$ cat src/uap_pkg.sv
// Constants, register map and mode decoding for the port power control
package uap_pkg;

    // Bus geometry
    localparam int ADDR_W = 5;
    localparam int DATA_W = 32;
    localparam int REG_W = 8;
    localparam int NUM_SP = 2;

    // Register byte offsets
    localparam logic [4:0] OFS_CFG1 = 5'h00;
    localparam logic [4:0] OFS_CFG7 = 5'h04;
    localparam logic [4:0] OFS_PMODE = 5'h08;
    localparam logic [4:0] OFS_ECR = 5'h0c;
    localparam logic [4:0] OFS_STAT = 5'h10;

    // Reset values
    localparam logic [7:0] CFG1_RST = 8'h9c;
    localparam logic [7:0] CFG7_RST = 8'h00;
    localparam logic [1:0] PMODE_RST = 2'h0;
    localparam logic [7:0] ECR_RST = 8'h00;

    // Field positions
    localparam int CFG1_PP_PWR_BIT = 2;
    localparam int CFG7_PP_AUTO_BIT = 4;
    localparam int CFG7_SP_AUTO_LSB = 5;
    localparam int ECR_MODE_LSB = 5;
    localparam int STAT_EPP_BIT = 4;
    localparam int STAT_ECP_BIT = 5;
    localparam int STAT_PPD_BIT = 6;

    // Configured parallel port modes
    localparam logic [1:0] PMODE_SPP = 2'h0;
    localparam logic [1:0] PMODE_EPP = 2'h1;
    localparam logic [1:0] PMODE_ECP = 2'h2;
    localparam logic [1:0] PMODE_ECP_EPP = 2'h3;

    // Extended control register mode field
    localparam logic [2:0] ECR_SPP = 3'h0;
    localparam logic [2:0] ECR_PS2 = 3'h1;
    localparam logic [2:0] ECR_FIFO = 3'h2;
    localparam logic [2:0] ECR_ECP = 3'h3;
    localparam logic [2:0] ECR_EPP = 3'h4;

    function automatic logic uap_epp_cfg(input logic [1:0] pm);
        uap_epp_cfg = (pm == PMODE_EPP) || (pm == PMODE_ECP_EPP);
    endfunction

    function automatic logic uap_ecp_cfg(input logic [1:0] pm);
        uap_ecp_cfg = (pm == PMODE_ECP) || (pm == PMODE_ECP_EPP);
    endfunction

endpackage

$ cat src/uap_sp_if.sv
// Signals between the top level and one serial power controller
`timescale 1ns/10ps
interface uap_sp_if;
    logic auto_en;
    logic tx_write;
    logic thr_empty;
    logic tsr_empty;
    logic rx_fifo_empty;
    logic rx_idle;
    logic rxd;
    logic ring_line;
    logic tx_pd;
    logic rx_pd;
    logic ring_delta;

    modport ctl (
        input auto_en, tx_write, thr_empty, tsr_empty,
        input rx_fifo_empty, rx_idle, rxd, ring_line,
        output tx_pd, rx_pd, ring_delta
    );
    modport top (
        output auto_en, tx_write, thr_empty, tsr_empty,
        output rx_fifo_empty, rx_idle, rxd, ring_line,
        input tx_pd, rx_pd, ring_delta
    );
endinterface

$ cat src/uap_serial_pm.sv
// Automatic low-power control of one serial transmitter and receiver
`timescale 1ns/10ps
module uap_serial_pm (
    // Clock and reset
    input wire logic mclk_in,
    input wire logic nrst_in,
    // Serial port status and power outputs
    uap_sp_if.ctl sp
);

    typedef enum logic {UAP_TX_ON, UAP_TX_DOWN} uap_tx_st_t;

    uap_tx_st_t tx_st_r;
    uap_tx_st_t tx_st_nxt;
    logic rx_pd_r;
    logic rx_pd_nxt;
    logic rxd_prev_r;
    logic ring_prev_r;
    logic ring_delta_r;
    logic rxd_edge;
    logic ring_edge;

    assign rxd_edge = sp.rxd != rxd_prev_r;
    assign ring_edge = sp.ring_line != ring_prev_r;

    always_comb begin
        tx_st_nxt = tx_st_r;
        case (tx_st_r)
            UAP_TX_ON: begin
                if (sp.auto_en && !sp.tx_write && sp.thr_empty &&
                    sp.tsr_empty) begin
                    tx_st_nxt = UAP_TX_DOWN;
                end
            end
            UAP_TX_DOWN: begin
                // Disable also wakes, so no block is stranded asleep
                if (sp.tx_write || !sp.auto_en) begin
                    tx_st_nxt = UAP_TX_ON;
                end
            end
            default: tx_st_nxt = UAP_TX_ON;
        endcase
    end

    always_comb begin
        rx_pd_nxt = rx_pd_r;
        if (!sp.auto_en || rxd_edge) begin
            rx_pd_nxt = 1'b0;
        end else if (sp.rx_fifo_empty && sp.rx_idle) begin
            rx_pd_nxt = 1'b1;
        end
    end

    always_ff @(posedge mclk_in or negedge nrst_in) begin
        if (!nrst_in) begin
            tx_st_r <= UAP_TX_ON;
            rx_pd_r <= 1'b0;
            rxd_prev_r <= 1'b1;
            ring_prev_r <= 1'b0;
            ring_delta_r <= 1'b0;
        end else begin
            tx_st_r <= tx_st_nxt;
            rx_pd_r <= rx_pd_nxt;
            rxd_prev_r <= sp.rxd;
            ring_prev_r <= sp.ring_line;
            // Ring detect stays alive in every power state
            ring_delta_r <= ring_edge;
        end
    end

    assign sp.tx_pd = tx_st_r == UAP_TX_DOWN;
    assign sp.rx_pd = rx_pd_r;
    assign sp.ring_delta = ring_delta_r;
endmodule

$ cat src/uap_port_power.sv
// Port power control top level with its Avalon-MM register slave
`timescale 1ns/10ps
//
// Function
// - Transmitter wakes as soon as the transmit holding buffer is written.
// - Receiver wakes whenever the serial receive input changes level.
// - One bit of configuration register one commands parallel port power.
// - Configuration register seven bit 4 allows idle EPP/ECP logic to sleep.
// - With auto power, EPP sleeps when configuration does not enable EPP.
// - With auto power in ECP mode, EPP sleeps unless ECR selects EPP.
// - With auto power, ECP sleeps when configuration does not enable ECP.
// - With auto power in ECP mode, ECP sleeps for SPP, PS/2 or EPP.
// - Parallel sleep states are re-evaluated when ECR or port mode changes.
// - Configuration register seven bits 5 and 6 enable each serial port.
// - Transmitter sleeps once holding buffer and shift register are empty.
// - Receiver sleeps only with empty FIFO and idle awaiting a start bit.
// - Ring indicator changes are still reported while a port sleeps.
module uap_port_power (
    // Clock and reset
    input wire logic mclk_in,
    input wire logic nrst_in,
    // Avalon-MM slave
    input wire logic [uap_pkg::ADDR_W-1:0] avs_address_in,
    input wire logic avs_read_in,
    input wire logic avs_write_in,
    input wire logic [uap_pkg::DATA_W-1:0] avs_writedata_in,
    input wire logic [3:0] avs_byteenable_in,
    output logic [uap_pkg::DATA_W-1:0] avs_readdata_out,
    output logic avs_waitrequest_out,
    // Serial port status, one bit per port
    input wire logic [uap_pkg::NUM_SP-1:0] tx_holding_write_in,
    input wire logic [uap_pkg::NUM_SP-1:0] tx_holding_empty_in,
    input wire logic [uap_pkg::NUM_SP-1:0] tx_shift_empty_in,
    input wire logic [uap_pkg::NUM_SP-1:0] rx_fifo_empty_in,
    input wire logic [uap_pkg::NUM_SP-1:0] rx_idle_in,
    input wire logic [uap_pkg::NUM_SP-1:0] serial_receive_input_in,
    input wire logic [uap_pkg::NUM_SP-1:0] ring_indicator_input_in,
    // Serial power outputs
    output logic [uap_pkg::NUM_SP-1:0] tx_lowpwr_out,
    output logic [uap_pkg::NUM_SP-1:0] rx_lowpwr_out,
    output logic [uap_pkg::NUM_SP-1:0] ring_change_out,
    // Parallel power outputs
    output logic epp_lowpwr_out,
    output logic ecp_lowpwr_out,
    output logic pp_powerdown_out
);

    ////////////////////////////////////////////////////////////////////////
    // Register slave: one wait state on every access

    logic [7:0] cfg1_r;
    logic [7:0] cfg1_nxt;
    logic [7:0] cfg7_r;
    logic [7:0] cfg7_nxt;
    logic [1:0] pmode_r;
    logic [1:0] pmode_nxt;
    logic [7:0] ecr_r;
    logic [7:0] ecr_nxt;
    logic ack_r;
    logic ack_nxt;
    logic [uap_pkg::DATA_W-1:0] rdata_r;
    logic [uap_pkg::DATA_W-1:0] rdata_nxt;
    logic [7:0] status;
    logic req;
    logic wr_take;
    logic lane0;

    assign req = avs_read_in || avs_write_in;
    assign lane0 = avs_byteenable_in[0];
    assign wr_take = avs_write_in && ack_r && lane0;
    assign avs_waitrequest_out = req && !ack_r;
    assign avs_readdata_out = rdata_r;

    always_comb begin
        ack_nxt = req && !ack_r;
        cfg1_nxt = cfg1_r;
        cfg7_nxt = cfg7_r;
        pmode_nxt = pmode_r;
        ecr_nxt = ecr_r;
        rdata_nxt = rdata_r;
        if (wr_take) begin
            case (avs_address_in)
                uap_pkg::OFS_CFG1: cfg1_nxt = avs_writedata_in[7:0];
                uap_pkg::OFS_CFG7: cfg7_nxt = avs_writedata_in[7:0];
                uap_pkg::OFS_PMODE: pmode_nxt = avs_writedata_in[1:0];
                uap_pkg::OFS_ECR: ecr_nxt = avs_writedata_in[7:0];
                default: cfg1_nxt = cfg1_r;
            endcase
        end
        // Read data latched in the wait cycle, stands at the release edge
        if (avs_read_in && !ack_r) begin
            case (avs_address_in)
                uap_pkg::OFS_CFG1: rdata_nxt = {24'h000000, cfg1_r};
                uap_pkg::OFS_CFG7: rdata_nxt = {24'h000000, cfg7_r};
                uap_pkg::OFS_PMODE: rdata_nxt = {30'h00000000, pmode_r};
                uap_pkg::OFS_ECR: rdata_nxt = {24'h000000, ecr_r};
                uap_pkg::OFS_STAT: rdata_nxt = {24'h000000, status};
                default: rdata_nxt = 32'h00000000;
            endcase
        end
    end

    always_ff @(posedge mclk_in or negedge nrst_in) begin
        if (!nrst_in) begin
            ack_r <= 1'b0;
            cfg1_r <= uap_pkg::CFG1_RST;
            cfg7_r <= uap_pkg::CFG7_RST;
            pmode_r <= uap_pkg::PMODE_RST;
            ecr_r <= uap_pkg::ECR_RST;
            rdata_r <= 32'h00000000;
        end else begin
            ack_r <= ack_nxt;
            cfg1_r <= cfg1_nxt;
            cfg7_r <= cfg7_nxt;
            pmode_r <= pmode_nxt;
            ecr_r <= ecr_nxt;
            rdata_r <= rdata_nxt;
        end
    end

    ////////////////////////////////////////////////////////////////////////
    // Serial ports

    genvar gi;
    generate
        for (gi = 0; gi < uap_pkg::NUM_SP; gi++) begin : g_sp
            uap_sp_if spi ();
            assign spi.auto_en = cfg7_r[uap_pkg::CFG7_SP_AUTO_LSB + gi];
            assign spi.tx_write = tx_holding_write_in[gi];
            assign spi.thr_empty = tx_holding_empty_in[gi];
            assign spi.tsr_empty = tx_shift_empty_in[gi];
            assign spi.rx_fifo_empty = rx_fifo_empty_in[gi];
            assign spi.rx_idle = rx_idle_in[gi];
            assign spi.rxd = serial_receive_input_in[gi];
            assign spi.ring_line = ring_indicator_input_in[gi];
            assign tx_lowpwr_out[gi] = spi.tx_pd;
            assign rx_lowpwr_out[gi] = spi.rx_pd;
            assign ring_change_out[gi] = spi.ring_delta;
            uap_serial_pm u_pm (
                .mclk_in(mclk_in),
                .nrst_in(nrst_in),
                .sp(spi)
            );
            assign status[2*gi] = spi.tx_pd;
            assign status[2*gi+1] = spi.rx_pd;
        end
    endgenerate

    ////////////////////////////////////////////////////////////////////////
    // Parallel port

    logic pp_auto;
    logic [2:0] ecr_mode;
    logic in_ecp;
    logic epp_pd_r;
    logic epp_pd_nxt;
    logic ecp_pd_r;
    logic ecp_pd_nxt;
    logic ppd_r;
    logic ppd_nxt;

    assign pp_auto = cfg7_r[uap_pkg::CFG7_PP_AUTO_BIT];
    assign ecr_mode = ecr_r[uap_pkg::ECR_MODE_LSB +: 3];
    assign in_ecp = uap_pkg::uap_ecp_cfg(pmode_r);

    // Recomputed every cycle, so any mode or ECR change takes effect next
    always_comb begin
        epp_pd_nxt = 1'b0;
        ecp_pd_nxt = 1'b0;
        if (pp_auto) begin
            if (!uap_pkg::uap_epp_cfg(pmode_r)) begin
                epp_pd_nxt = 1'b1;
            end else if (in_ecp && ecr_mode != uap_pkg::ECR_EPP) begin
                epp_pd_nxt = 1'b1;
            end
            if (!in_ecp) begin
                ecp_pd_nxt = 1'b1;
            end else if (ecr_mode == uap_pkg::ECR_SPP ||
                         ecr_mode == uap_pkg::ECR_PS2 ||
                         ecr_mode == uap_pkg::ECR_EPP) begin
                ecp_pd_nxt = 1'b1;
            end
        end
        // Set bit means the port is powered
        ppd_nxt = !cfg1_r[uap_pkg::CFG1_PP_PWR_BIT];
    end

    always_ff @(posedge mclk_in or negedge nrst_in) begin
        if (!nrst_in) begin
            epp_pd_r <= 1'b0;
            ecp_pd_r <= 1'b0;
            ppd_r <= 1'b0;
        end else begin
            epp_pd_r <= epp_pd_nxt;
            ecp_pd_r <= ecp_pd_nxt;
            ppd_r <= ppd_nxt;
        end
    end

    assign epp_lowpwr_out = epp_pd_r;
    assign ecp_lowpwr_out = ecp_pd_r;
    assign pp_powerdown_out = ppd_r;
    assign status[uap_pkg::STAT_EPP_BIT] = epp_pd_r;
    assign status[uap_pkg::STAT_ECP_BIT] = ecp_pd_r;
    assign status[uap_pkg::STAT_PPD_BIT] = ppd_r;
    assign status[7] = 1'b0;
endmodule

$ cat config.mk
export PLATFORM = sky130hd
export DESIGN_NAME = uap_port_power
export DESIGN_NICKNAME = d
export VERILOG_FILES = /design/src/uap_pkg.sv /design/src/uap_sp_if.sv /design/src/uap_serial_pm.sv /design/src/uap_port_power.sv
export SDC_FILE = /design/constraint.sdc
export NUM_CORES = 1
export LEC_CHECK = 0
export BUFFER_PORTS_ARGS = -buffer_cell sky130_fd_sc_hd__buf_4
export CAP_MARGIN = 20
export CORE_UTILIZATION = 47
export DETAILED_ROUTE_END_ITERATION = 8
export PLACE_DENSITY_LB_ADDON = 0.12
export SLEW_MARGIN = 20
export SYNTH_ARGS = -nofsm -noshare
export SYNTH_HDL_FRONTEND = slang
export SYNTH_SLANG_ARGS = --single-unit
$ cat constraint.sdc
create_clock -name mclk_in -period 2.37 [get_ports mclk_in]
set_clock_uncertainty 0.2 [all_clocks]
set_input_delay 0.1185 -clock mclk_in [delete_from_list [all_inputs] [get_ports mclk_in]]
set_output_delay 0.1185 -clock mclk_in [all_outputs]
set_load 0.05 [all_outputs]
==> impl_metrics.csv <==
group,metric,value,unit
clock_tree,cts.sinks,48,
critical_path,critical_path_class,"input pin to flip-flop",
run_status,violations,"negative hold slack",
critical_path,start_kind,"input pin",
clock_tree,cts_resized,0,
run,drv_cap,0,
grt,grt.busiest_layer,"met2",
grt,grtUsageMet1,27.1,%
critical_path,r2r_end,"cfg1_r[6]",
synth,syn_avg_cell_area,12.5,sq um
grt,grt_usage,20.5,%
grt,antenna_found_initial,0,
routing,dr.pass1.iters,5,
synth,ys_ff_latch,48,
synth,yosys.area_share.simple,7.77,%
place,place_congestion,0.765,
grt,grt_util_met2,32.5,%
grt,grt_overflow,0,
critical_path,cp_max_fo,8,
synth,yosysWarnings,0,
finish,mostFrequentLayoutCells,"52 x buf_4, 42 x dfrtp_1, 25 x dlygate4sd3_1",
finish,drive_above_1_share,37.6,%
finish,layout.cells.most_common,"buf_4",
synth,synthAdderAreaFrac,0,%
floorplanning,chipWidth,72.5,um
power,leakagePower,0.00146,uW
finish,syn_to_final_growth,28.8,%
worst_hold_path,hold_class,"input pin to flip-flop",
floorplanning,initial_core_util,49.1,%
finish,fin_nets,316,
synth,synth-xor-area-share,1.50,%
routing,vias,1669,
grt,use_met3,4.44,%
routing,viasPerCell,5.14,
sta,final.hold.worst_slack,-0.00512,ns
finish,num-fill-cells,410,
clock_tree,tritoncts,"yes",
floorplanning,io_pins,101,
critical_path,rrSetupSlack,0.47,ns
place,portBuffers,49,
floorplanning,fp.dieArea,0.00525,sq mm
routing,wl_per_cell,14.7,um
grt,grt_pass1_vias,1666,
finish,multiInputGateArea,932,sq um
run_status,status,"finished with violations",
sta,slew_violations,0,
critical_path,cp.arrival,2.22,ns
clock_tree,path_clk_slew,0.09,ns
clock_tree,cts.path.max_buffers,2,
clock_tree,clk_latency,0.31,ns
critical_path,crit_path_end,"cfg1_r[6]",
floorplanning,core,0.00475,sq mm
floorplanning,die_h,72.5,um
critical_path,crit_start,"avs_address_in[0]",
finish,register_area,0.00121,sq mm
place,pre_cts_slack,0.272,ns
sta,tightestPinTransition,0.598,ns
sta,worst_slack,0.155,ns
synth,yosysUniqueCellTypes,40,
place,post-dp-hpwl,3260,um
critical_path,worstPathRequired,2.37,ns
grt,grt_max_degree,49,
sta,grt_setup_unrepaired,"no",
routing,drt-total-wl,4770,um
synth,synth_top_family_by_area,"multiplexers",
sta,finalSetupViolations,0,
synth,synth_compound_area_share,8.47,%
power,pwr_density_cell,635,mW/mm^2
sta,fin_tns_setup,0,ns
routing,drt_iter0_drc,56,
sta,period_minus_slack,2.22,ns
sta,fmax,451,MHz
critical_path,reg2reg_depth,3,
grt,grt_pass1_wl,7990,um
sta,min_period_over_period,93.5,%
finish,insertedDiodeCount,0,
clock_tree,root_buffer,"clkbuf_8",
clock_tree,ctsHtreeMaxLevel,2,
sta,hold_viol_final,1,
synth,netlist_instances,187,
floorplanning,row_count,25,
power,ir_drop,0.347,mV
clock_tree,numCtsBuffers,5,
sta,maxSlewHeadroom,60.2,%
synth,yosys-mux-area-fraction,18.3,%
critical_path,timing.rr.start,"ack_r",
routing,ant_nets,0,
synth,syn_area,0.00233,sq mm
worst_hold_path,min_from,"avs_address_in[4]",
synth,ys_seq_area_share,51.8,%
routing,route.detailed.drc,0,
critical_path,endpoint_kind,"flip-flop",
through the flow:
step / instances / total power, uW / area, sq um / utilization [%]
6_report: 325 / 1910 / 3010 / 63.2
5_1_grt: 325 / 1980 / 3010 / 63.2
4_1_cts: 326 / 1920 / 3020 / 63.4
3_5_place_dp: 292 / 1260 / 2630 / 55.4
3_3_place_gp: 292 / 1250 / 2630 / 55.4
2_1_floorplan: 210 / 1190 / 2420 / -
flip-flops by register name, indices dropped and copies added, names as in the netlist:
register and cells:
ecp_lowpwr_out 1, ack_r 1, avs_readdata_out 8, cfg1_r 8, g_sp.u_pm.sp.rx_pd 2, g_sp.u_pm.rxd_prev_r 2
pp_powerdown_out 1, g_sp.u_pm.sp.ring_delta 2, cfg7_r 8, epp_lowpwr_out 1, g_sp.u_pm.ring_prev_r 2, g_sp.u_pm.sp.tx_pd 2
ecr_r 8, pmode_r 2
logic make-up after synthesis:
kind of cell | count (synthesis)
buf+inv | 42
flops | 48
mux | 34
other cells | 1
xor+xnor | 4
compound gates | 28
simple gates | 30
synthesized netlist by cell type, drive strengths merged:
library cell  instances  area (sq um)
a22o                  1          8.76
o211ai                2          15.0
nor4                  1          21.3
nor2                  7          26.3
o22a                  1          8.76
conb                  1          3.75
inv                   5          18.8
o21ai                 5          25.0
clkbuf                3          11.3
a21oi                 5          25.0
a2bb2oi               4          35.0
a21boi                2          15.0
mux4                  2          45.0
a21o                  1          7.51
mux2                 26           323
nand3                 4          20.0
nor4b                 1          8.76
nand2                 6          22.5
and4b                 1          10.0
dfstp                 6           158
xor2                  2          17.5
or3                   1          6.26
nor3                  2          15.0
mux2i                 6          60.1
xnor2                 2          17.5
nor3b                 2          15.0
or4                   1          11.3
a32oi                 5          43.8
o22ai                 1          6.26
nand4                 1          6.26
nor2b                 2          12.5
o31ai                 1          7.51
nand2b                1          6.26
dfrtp                42          1050
buf                  34           249
power breakdown:
part / total, uW / switching, uW / internal, uW
Sequential: 914 / 36.6 / 877
Clock: 632 / 287 / 345
Combinational: 364 / 221 / 143
worst min path at each step:
stage                           to  slack, ns  depth (start not counted)
2_1_floorplan                ack_r      -0.38                          0
3_3_place_gp                 ack_r      -0.04                          1
3_5_place_dp                 ack_r      -0.03                          1
4_1_cts        avs_readdata_out[6]       0.02                          3
5_1_grt        avs_readdata_out[6]       0.03                          3
6_report       avs_readdata_out[1]     -0.005                          3
layer usage:
layer  vias up  part of all wire (%)
met5         -                     0
met3        12                   5.3
met4         0                   2.3
li1        749                     -
met2        71                    48
met1       837                    44
cell type report:
| cell class | count | share of cell area (%) |
|---|---|---|
| tap | 67 | 2.79 |
| inverter | 5 | 0.624 |
| sequential | 48 | 40.2 |
| timing repair buffer | 77 | 21.3 |
| clock inverter | 2 | 1.29 |
| multi-input combinational | 120 | 31.0 |
| clock buffer | 6 | 2.75 |
repair_timing:
action                                  in CTS  in global routing
buffers inserted                             0                  0
hold endpoints to repair                    85                  0
hold buffers                                26                  0
endpoints found under the setup margin       0                  1
worst max-delay path: stages:
cell	delay (ns)
dlygate4sd3_1	0.53
buf_4	0.14
or3_1	0.43
or4_4	0.65
mux2_4	0.34
Note: power is estimated with default switching activity, not from simulation.
